File: config.mk
export PLATFORM = sky130hd
export DESIGN_NAME = ippk_packer
export DESIGN_NICKNAME = d
export VERILOG_FILES = /design/src/core/ippk_pkg.sv /design/src/core/ippk_mem_if.sv /design/src/core/ippk_image_mem.sv /design/src/core/ippk_pin_sync.sv /design/src/core/ippk_packer.sv
export SDC_FILE = /design/constraint.sdc
export NUM_CORES = 1
export LEC_CHECK = 0
export ABC_AREA = 1
export BUFFER_PORTS_ARGS = -buffer_cell sky130_fd_sc_hd__buf_4
export CAP_MARGIN = 15
export CORE_MARGIN = 5
export CORE_UTILIZATION = 56
export DETAILED_ROUTE_END_ITERATION = 12
export PLACE_DENSITY = 0.87
export SYNTH_ARGS = -nofsm -noshare
export SYNTH_HDL_FRONTEND = slang
export SYNTH_HIERARCHICAL = 1
export SYNTH_SLANG_ARGS = --single-unit
File: constraint.sdc
create_clock -name clk_i -period 2.8 [get_ports clk_i]
set_input_delay 0 -clock clk_i [delete_from_list [all_inputs] [get_ports clk_i]]
set_output_delay 0 -clock clk_i [all_outputs]
set_load 0.01 [all_outputs]
File: src/core/ippk_pkg.sv
/*
  Shared constants and types of the input process image packer.
  Assumes image byte offsets are word indices on a 32-bit Wishbone bus.
*/
package ippk_pkg;

  localparam int unsigned IDX_W      = 9;
  localparam int unsigned NUM_PORTS  = 8;
  localparam int unsigned NUM_IOL    = 3;
  localparam int unsigned REGION_LEN = 32;
  localparam int unsigned MEM_AW     = 7;
  localparam int unsigned MEM_DEPTH  = 96;
  localparam int unsigned MODE_W     = 2;

  typedef logic [IDX_W-1:0]   ippk_idx_t;
  typedef logic [2:0][7:0]    ippk_qual_t;

  // image indices (byte offset of the process image)
  localparam ippk_idx_t DI_LOW_IDX  = 9'h003;
  localparam ippk_idx_t DI_HIGH_IDX = 9'h004;
  localparam ippk_idx_t QUAL_IDX   [NUM_IOL] = '{9'h0AF, 9'h0D1, 9'h0F3};
  localparam ippk_idx_t RSV_IDX    [NUM_IOL] = '{9'h0B0, 9'h0D2, 9'h0F4};
  localparam ippk_idx_t REGION_IDX [NUM_IOL] = '{9'h0B1, 9'h0D3, 9'h0F5};

  // control registers placed above the image
  localparam ippk_idx_t CFG_IDX  = 9'h120;
  localparam ippk_idx_t MODE_IDX = 9'h121;
  localparam ippk_idx_t DIR_IDX  = 9'h122;

  localparam int unsigned CFG_LAYOUT_BIT = 0;
  localparam logic        CFG_RST        = 1'h0;
  localparam logic [5:0]  MODE_RST       = 6'h00;
  localparam logic [15:0] DIR_RST        = 16'h0000;

  typedef enum logic [MODE_W-1:0] {
    MODE_IOLINK,
    MODE_DIN,
    MODE_DOUT
  } ippk_mode_t;

  typedef enum logic [1:0] {
    BUS_IDLE,
    BUS_FETCH,
    BUS_ANSWER
  } ippk_bus_state_t;

endpackage

File: src/core/ippk_mem_if.sv
/*
  Carrier between the packer and its image data store.
  Assumes a single clock shared by both ends.
*/
`timescale 1ns/1ps
interface ippk_mem_if;
  logic       wr_en;
  logic [6:0] wr_addr;
  logic [7:0] wr_data;
  logic [6:0] rd_addr;
  logic [7:0] rd_data;
  logic [2:0] clr;

  modport user
  (
    output wr_en,
    output wr_addr,
    output wr_data,
    output rd_addr,
    output clr,
    input  rd_data
  );

  modport store
  (
    input  wr_en,
    input  wr_addr,
    input  wr_data,
    input  rd_addr,
    input  clr,
    output rd_data
  );
endinterface

File: src/core/ippk_image_mem.sv
/*
  Device input data store for the three 32-byte port regions.
  Assumes addresses below the depth; read data is registered.
*/
`timescale 1ns/1ps
module ippk_image_mem
  import ippk_pkg::*;
(
  input wire logic    clk_i,
  input wire logic    rst_i,
  ippk_mem_if.store   mem_if
);

  logic [7:0]           mem_array [MEM_DEPTH];
  logic [MEM_DEPTH-1:0] written_reg;
  logic [MEM_DEPTH-1:0] written_next;
  logic [7:0]           rd_data_reg;
  logic [7:0]           rd_data_next;

  // unwritten bytes read as zero, never as stale or unknown content
  always_comb
  begin
    written_next = written_reg;
    for (int k = 0; k < NUM_IOL; k++)
    begin
      if (mem_if.clr[k])
      begin
        written_next[k*REGION_LEN +: REGION_LEN] = '0;
      end
    end
    if (mem_if.wr_en)
    begin
      written_next[mem_if.wr_addr] = 1'b1;
    end
    rd_data_next = written_reg[mem_if.rd_addr] ? mem_array[mem_if.rd_addr] : 8'h00;
  end

  always_ff @(posedge clk_i)
  begin
    if (rst_i)
    begin
      written_reg <= '0;
      rd_data_reg <= 8'h00;
    end
    else
    begin
      written_reg <= written_next;
      rd_data_reg <= rd_data_next;
    end
  end

  always_ff @(posedge clk_i)
  begin
    if (mem_if.wr_en)
    begin
      mem_array[mem_if.wr_addr] <= mem_if.wr_data;
    end
  end

  assign mem_if.rd_data = rd_data_reg;

endmodule

File: src/core/ippk_pin_sync.sv
/*
  Three-stage synchroniser with agreement filter for the port pin levels.
  Assumes asynchronous pin inputs; one clock.
*/
`timescale 1ns/1ps
module ippk_pin_sync
(
  input  wire logic        clk_i,
  input  wire logic        rst_i,
  input  wire logic [15:0] raw_i,
  output logic      [15:0] level_o
);

  logic [15:0] s1_reg;
  logic [15:0] s2_reg;
  logic [15:0] s3_reg;
  logic [15:0] level_reg;
  logic [15:0] level_next;

  // first stage feeds only the second
  always_comb
  begin
    level_next = (~(s2_reg ^ s3_reg) & s3_reg) | ((s2_reg ^ s3_reg) & level_reg);
  end

  always_ff @(posedge clk_i)
  begin
    if (rst_i)
    begin
      s1_reg    <= 16'h0000;
      s2_reg    <= 16'h0000;
      s3_reg    <= 16'h0000;
      level_reg <= 16'h0000;
    end
    else
    begin
      s1_reg    <= raw_i;
      s2_reg    <= s1_reg;
      s3_reg    <= s2_reg;
      level_reg <= level_next;
    end
  end

  assign level_o = level_reg;

endmodule

File: src/core/ippk_packer.sv
/*
  Input process image packer: qualifier bytes, device data regions of
  ports six to eight and the packed digital bytes, read over Wishbone.
  Assumes a classic Wishbone master, same-clock device data and drive
  levels, and asynchronous pin levels.
*/
// Overview of operation
// - port six qualifier at 175, zero byte at 176
// - port seven qualifier at 209, zero byte at 210
// - port eight qualifier at 243, zero byte at 244
// - port six device input data fills 32 bytes from 177
// - port seven device input data fills 32 bytes from 211
// - port eight device input data fills 32 bytes from 245
// - digital input mode: bit 0 of first byte is input state, rest zero
// - digital output mode: bit 0 of first byte mirrors output, rest zero
// - digital modes: region bytes after the first are reserved
// - port-based or pin-based packing, port-based after reset
// - port-based: pin 4 then pin 2 per port, bytes 3 and 4
// - pin-based: pin 4 bits in byte 3, pin 2 bits in byte 4
// - each packed bit is sensed level or mirrored drive level

`timescale 1ns/1ps
module ippk_packer
  import ippk_pkg::*;
(
  input  wire logic              clk_i,
  input  wire logic              rst_i,
  input  wire logic              wb_cyc_i,
  input  wire logic              wb_stb_i,
  input  wire logic              wb_we_i,
  input  wire logic [31:0]       wb_adr_i,
  input  wire logic [3:0]        wb_sel_i,
  input  wire logic [31:0]       wb_dat_i,
  output logic      [31:0]       wb_dat_o,
  output logic                   wb_ack_o,
  input  wire logic [7:0]        input_channel_a_i,
  input  wire logic [7:0]        input_channel_b_i,
  input  wire logic [7:0]        drive_channel_a_i,
  input  wire logic [7:0]        drive_channel_b_i,
  input  wire ippk_pkg::ippk_qual_t port_qualifier_byte_i,
  input  wire logic              iol_valid_i,
  input  wire logic [1:0]        iol_port_i,
  input  wire logic [4:0]        iol_index_i,
  input  wire logic [7:0]        iol_data_i
);

  ippk_mem_if mem_if ();

  logic [15:0]     sync_level;
  logic [7:0]      sense_a;
  logic [7:0]      sense_b;
  logic [7:0]      chan_a;
  logic [7:0]      chan_b;
  logic [15:0]     pack_port;
  logic [15:0]     pack_pin;
  logic [15:0]     packed_di;

  logic            layout_reg;
  logic            layout_next;
  logic [5:0]      mode_reg;
  logic [5:0]      mode_next;
  logic [15:0]     dir_reg;
  logic [15:0]     dir_next;

  ippk_bus_state_t state_reg;
  ippk_bus_state_t state_next;
  logic [31:0]     dat_reg;
  logic [31:0]     dat_next;
  logic            ack_reg;
  logic            ack_next;

  ippk_idx_t       idx;
  logic            in_range;
  logic            bus_req;
  logic            wr_take;
  logic [2:0]      region_hit;
  logic [4:0]      region_off [NUM_IOL];
  ippk_mode_t      port_mode [NUM_IOL];
  logic [2:0]      port_is_iol;
  logic [7:0]      status_byte [NUM_IOL];
  logic [7:0]      read_byte;
  logic [31:0]     read_word;

  ippk_pin_sync u_sync
  (
    .clk_i   (clk_i),
    .rst_i   (rst_i),
    .raw_i   ({input_channel_b_i, input_channel_a_i}),
    .level_o (sync_level)
  );

  ippk_image_mem u_mem
  (
    .clk_i  (clk_i),
    .rst_i  (rst_i),
    .mem_if (mem_if)
  );

  assign sense_a = sync_level[7:0];
  assign sense_b = sync_level[15:8];

  // output pins report what is driven, inputs what is sensed
  assign chan_a = (dir_reg[7:0] & drive_channel_a_i) | (~dir_reg[7:0] & sense_a);
  assign chan_b = (dir_reg[15:8] & drive_channel_b_i) | (~dir_reg[15:8] & sense_b);

  genvar p;
  generate
    for (p = 0; p < NUM_PORTS; p++)
    begin : g_pack
      assign pack_port[2*p]   = chan_a[p];
      assign pack_port[2*p+1] = chan_b[p];
    end
  endgenerate

  assign pack_pin  = {chan_b, chan_a};
  assign packed_di = layout_reg ? pack_pin : pack_port;

  // per-port pin 4 mode of ports six to eight
  always_comb
  begin
    for (int k = 0; k < NUM_IOL; k++)
    begin
      port_mode[k]   = ippk_mode_t'(mode_reg[k*MODE_W +: MODE_W]);
      port_is_iol[k] = (port_mode[k] == MODE_IOLINK);
      status_byte[k] = 8'h00;
      unique case (port_mode[k])
        MODE_IOLINK:
        begin
          status_byte[k] = 8'h00;
        end
        MODE_DIN:
        begin
          status_byte[k] = {7'h00, sense_a[5+k]};
        end
        MODE_DOUT:
        begin
          status_byte[k] = {7'h00, drive_channel_a_i[5+k]};
        end
        default:
        begin
          status_byte[k] = 8'h00;
        end
      endcase
    end
  end

  // device data is accepted only for a port that runs IO-Link
  assign mem_if.wr_en   = iol_valid_i && (iol_port_i < 2'h3) &&
                          port_is_iol[iol_port_i];
  assign mem_if.wr_addr = {iol_port_i, iol_index_i};
  assign mem_if.wr_data = iol_data_i;
  assign mem_if.clr     = ~port_is_iol;

  assign idx      = wb_adr_i[10:2];
  assign in_range = (wb_adr_i[31:11] == 21'h000000);
  assign bus_req  = wb_cyc_i && wb_stb_i;
  assign wr_take  = ack_reg && bus_req && wb_we_i && in_range;

  // region decode; address is held by the master, so read is issued early
  always_comb
  begin
    region_hit     = 3'h0;
    mem_if.rd_addr = 7'h00;
    for (int k = 0; k < NUM_IOL; k++)
    begin
      region_off[k] = 5'(idx - REGION_IDX[k]);
      region_hit[k] = in_range && (idx >= REGION_IDX[k]) &&
                      ({1'b0, idx} < {1'b0, REGION_IDX[k]} + 10'(REGION_LEN));
      if (region_hit[k])
      begin
        mem_if.rd_addr = {2'(k), region_off[k]};
      end
    end
  end

  always_comb
  begin
    read_byte = 8'h00;
    read_word = 32'h00000000;
    if (in_range)
    begin
      if (idx == DI_LOW_IDX)
      begin
        read_byte = packed_di[7:0];
      end
      else if (idx == DI_HIGH_IDX)
      begin
        read_byte = packed_di[15:8];
      end
      for (int k = 0; k < NUM_IOL; k++)
      begin
        if (idx == QUAL_IDX[k])
        begin
          read_byte = port_qualifier_byte_i[k];
        end
        else if (idx == RSV_IDX[k])
        begin
          read_byte = 8'h00;
        end
        else if (region_hit[k])
        begin
          if (port_is_iol[k])
          begin
            read_byte = mem_if.rd_data;
          end
          else if (region_off[k] == 5'h00)
          begin
            read_byte = status_byte[k];
          end
          else
          begin
            read_byte = 8'h00;
          end
        end
      end
      read_word = {24'h000000, read_byte};
      if (idx == CFG_IDX)
      begin
        read_word = {31'h00000000, layout_reg};
      end
      else if (idx == MODE_IDX)
      begin
        read_word = {26'h0000000, mode_reg};
      end
      else if (idx == DIR_IDX)
      begin
        read_word = {16'h0000, dir_reg};
      end
    end
  end

  // control registers change at the edge where the master samples ack
  always_comb
  begin
    layout_next = layout_reg;
    mode_next   = mode_reg;
    dir_next    = dir_reg;
    if (wr_take && wb_sel_i[0])
    begin
      if (idx == CFG_IDX)
      begin
        layout_next = wb_dat_i[CFG_LAYOUT_BIT];
      end
      else if (idx == MODE_IDX)
      begin
        mode_next = wb_dat_i[5:0];
      end
      else if (idx == DIR_IDX)
      begin
        dir_next[7:0] = wb_dat_i[7:0];
      end
    end
    if (wr_take && wb_sel_i[1] && (idx == DIR_IDX))
    begin
      dir_next[15:8] = wb_dat_i[15:8];
    end
  end

  always_ff @(posedge clk_i)
  begin
    if (rst_i)
    begin
      layout_reg <= CFG_RST;
      mode_reg   <= MODE_RST;
      dir_reg    <= DIR_RST;
    end
    else
    begin
      layout_reg <= layout_next;
      mode_reg   <= mode_next;
      dir_reg    <= dir_next;
    end
  end

  // fixed two-cycle answer gives the store time for its registered read
  always_comb
  begin
    state_next = state_reg;
    dat_next   = dat_reg;
    ack_next   = 1'b0;
    unique case (state_reg)
      BUS_IDLE:
      begin
        if (bus_req)
        begin
          state_next = BUS_FETCH;
        end
      end
      BUS_FETCH:
      begin
        if (bus_req)
        begin
          dat_next   = wb_we_i ? 32'h00000000 : read_word;
          ack_next   = 1'b1;
          state_next = BUS_ANSWER;
        end
        else
        begin
          state_next = BUS_IDLE;
        end
      end
      BUS_ANSWER:
      begin
        state_next = BUS_IDLE;
      end
    endcase
  end

  always_ff @(posedge clk_i)
  begin
    if (rst_i)
    begin
      state_reg <= BUS_IDLE;
      dat_reg   <= 32'h00000000;
      ack_reg   <= 1'b0;
    end
    else
    begin
      state_reg <= state_next;
      dat_reg   <= dat_next;
      ack_reg   <= ack_next;
    end
  end

  assign wb_dat_o = dat_reg;
  assign wb_ack_o = ack_reg;

endmodule

==> results.cfg <==
[route]
drt_iter0_markers = 5084
routed.top_layer = met4
post-route-drc-count = 0
routed_wl_um = 123500
firstDrtPassIters = 8
met2_length_um = 58180
drtAntennaViolNets = 0
vias = 33880
viasPerCell = 6.071
avgRoutedWirePerCell_um = 22.13
wl_met3_um = 15710
wl_met1_um = 42320

[pwr]
vdd_drop_max_mv = 0.5127
cellPowerDensity_mw_per_mm2 = 614.4
p_leak_nw = 18.99

[setup_path]
crit_required_ns = 3.40
crit_path_start_kind = input port
startpoint = wb_stb_i
critPathArrivalTime_ns = 3.48
path_common_cell = dlygate4sd3_1
cp_max_fo = 16
max_stage_delay_ns = 0.63
slowest_stage = dlygate4sd3_1
path_cells = dlygate4sd3_1 > buf_4 > nand2_1 > dlygate4sd3_1 > inv_1 > nand4_2 > nor2_1 > nand2_2 > a211oi_1 > dlygate4sd3_1
critical_path.top_delay_family = buffers and inverters
worstReg2RegStart = mode_reg[2]$_SDFFE_PP0P_
cp_num_buf_inv = 5
critical_path_class = input port to flip-flop
end_kind = flip-flop

[die]
die_w_um = 282.0
rows = 99
fp.coreArea_mm2 = 0.07321
die_area_mm2 = 0.07950
io_pins = 178
die_y_um = 282.0
start_util_pct = 56.58

[logic_synthesis]
synth_cell_type_count = 49
netlist.area_leader.share_pct = 55.68
synth-edff-count = 768
synth.ff_latch_count = 978
netlist_top_cells_count = 1114 x nand2_1, 768 x edfxtp_1, 590 x nand3_1
synthCells = 4107
synth_area_leaders = edfxtp_1 56%, dfxtp_1 10%, nand2_1 10%
seq_area_frac_synth_pct = 65.83
yosysWarnings = 6
synth_area_per_cell_um2 = 10.08
ys.flop_type = edfxtp_1
synth_top_area_cell = edfxtp_1
synth_area_mm2 = 0.04142
yosysMostFrequentCell = nand2_1
async_reset_ff_share_pct = 0

[sta]
final_max_slew_viol_count = 0
hold_slack_ns = 0.03893
fin_crit_sh_pct = 102.8
period_needed_ns = 2.879
max_slew_margin_pct = 21.97
finalSetupViolCount = 1
fin_skew_ns = 0.04072
fin_ws_ns = -0.07916
fmax_ghz = 0.3473
worstMarginPinSlew_ns = 1.170
hold_violations = 0

[run_status]
status = complete, but fails checks
violations = negative setup slack

[place]
place_inst = 5317
portBuffers = 141
place_ws_ns = -0.4192
dp_hpwl_um = 74510
gp_congestion = 0.9533

[global_routing]
grt_pass1_wl_um = 185100
grt_max_degree = 97
grt_pass1_vias = 33000
antenna_found_initial = 1
overflow = 0
grt_usage_pct = 29.99

[clock_tree]
cts_tree = yes
tritoncts_num_sinks = 978
cts-root-buf = clkbuf_16
clk_pin_slew_worst_paths_ns = 0.07
insertion_delay_ns = 0.67
h-tree-depth = 3
cts_buffers = 95
cts_buffer_depth = 3

[finish]
diodes = 0
area_growth_pct = 19.68
nNetsFinal = 4703
finalNonFillerCells = 5580
drive_gt1_share_pct = 14.63
largest_reg_flops = 768

[min_path]
min_path_type = input port to flip-flop
holdCritStartpoint = iol_data_i[2]

[run]
drv_cap = 0
[logic make-up after synthesis]
| family | count (synthesis) | synth area share [%] |
|---|---|---|
| and+or+nand+nor | 2227 | 22.33 |
| DFF | 978 | 65.83 |
| buffers and inverters | 449 | 5.253 |
| AOI/OAI and AO/OA | 428 | 5.915 |
| adders and majority gates | 16 | 0.4833 |
| xor gates and xnor gates | 6 | 0.1269 |
| muxes | 2 | 0.04834 |
| other | 1 | 0.009054 |
[worst reg2reg max path: cells and delay by family (launching register included)]
| family | cells | cell delay, ns |
|---|---|---|
| and+or+nand+nor | 2 | 0.27 |
| DFF | 1 | 0.33 |
| buffers and inverters | 6 | 1.00 |
| AOI/OAI and AO/OA | 2 | 0.44 |
| adders and majority gates | 1 | 0.33 |
[report_power, final]
part           switching, W  internal, W
combinational       0.00113     0.000604
clock               0.00547      0.00751
sequential        0.0000340       0.0157
[through the flow]
stage	TNS [ns]	utilization (%)	area, um^2	total power [W]
6_report	-0.07916	67.71	49570	0.03045
5_1_grt	-0.1199	67.71	49570	0.03124
4_1_cts	0	67.56	49460	0.03040
3_5_place_dp	-2.926	62.16	45510	0.01762
3_3_place_gp	-2.100	62.16	45510	0.01757
2_1_floorplan	0	-	41470	0.01679
[metal layers]
layer  up-vias  GRT usage (%)
li1      14860              -
met1     15780          37.48
met2      2708          49.27
met3       533          6.914
met4         0          15.59
met5         -              0
[area by class of cell]
type                       count  area [um^2]
clock buffer                 139         2719
timing repair buffer         565         5005
inverter                     207        802.0
clock inverter                37        461.7
sequential                   978        27270
multi-input combinational   2695        12110
tap                          959         1200
fill                        4795        23640
[worst paths after layout]
kind	end	cells after the start	slack, ns
worst min-delay path	u_mem/mem_array[47][2]$_DFFE_PP_	1	0.04
worst min register to register	u_sync/s2_reg[11]$_SDFF_PP0_	2	0.40
worst max-delay path	dir_reg[6]$_SDFFE_PP0P_	10	-0.08
worst max register to register	u_mem/mem_array[33][5]$_DFFE_PP_	11	0.10
[placed cells by master (no fill, tap or decap), drive strengths merged, types with 6 or more instances in the layout]
master,Yosys,layout
buf,183,488
nor3,16,16
nand3,593,593
clkbuf,59,139
clkinv,11,35
a211oi,18,18
a21oi,180,180
nor2,492,492
conb,1,16
nand2,1117,1117
dlygate4sd3,0,77
o21ai,155,155
inv,196,197
o211ai,17,17
ha,16,16
xor2,6,6
dfxtp,210,210
edfxtp,768,768
o221ai,47,47
bufinv,0,8
[repair_timing]
item	in CTS	in global routing
hold endpoints to repair	183	0
buffers inserted	0	10
hold buffers	77	0
endpoints found under the setup margin	0	614
gates resized for setup	0	7
(Power assumes the default switching activity.)
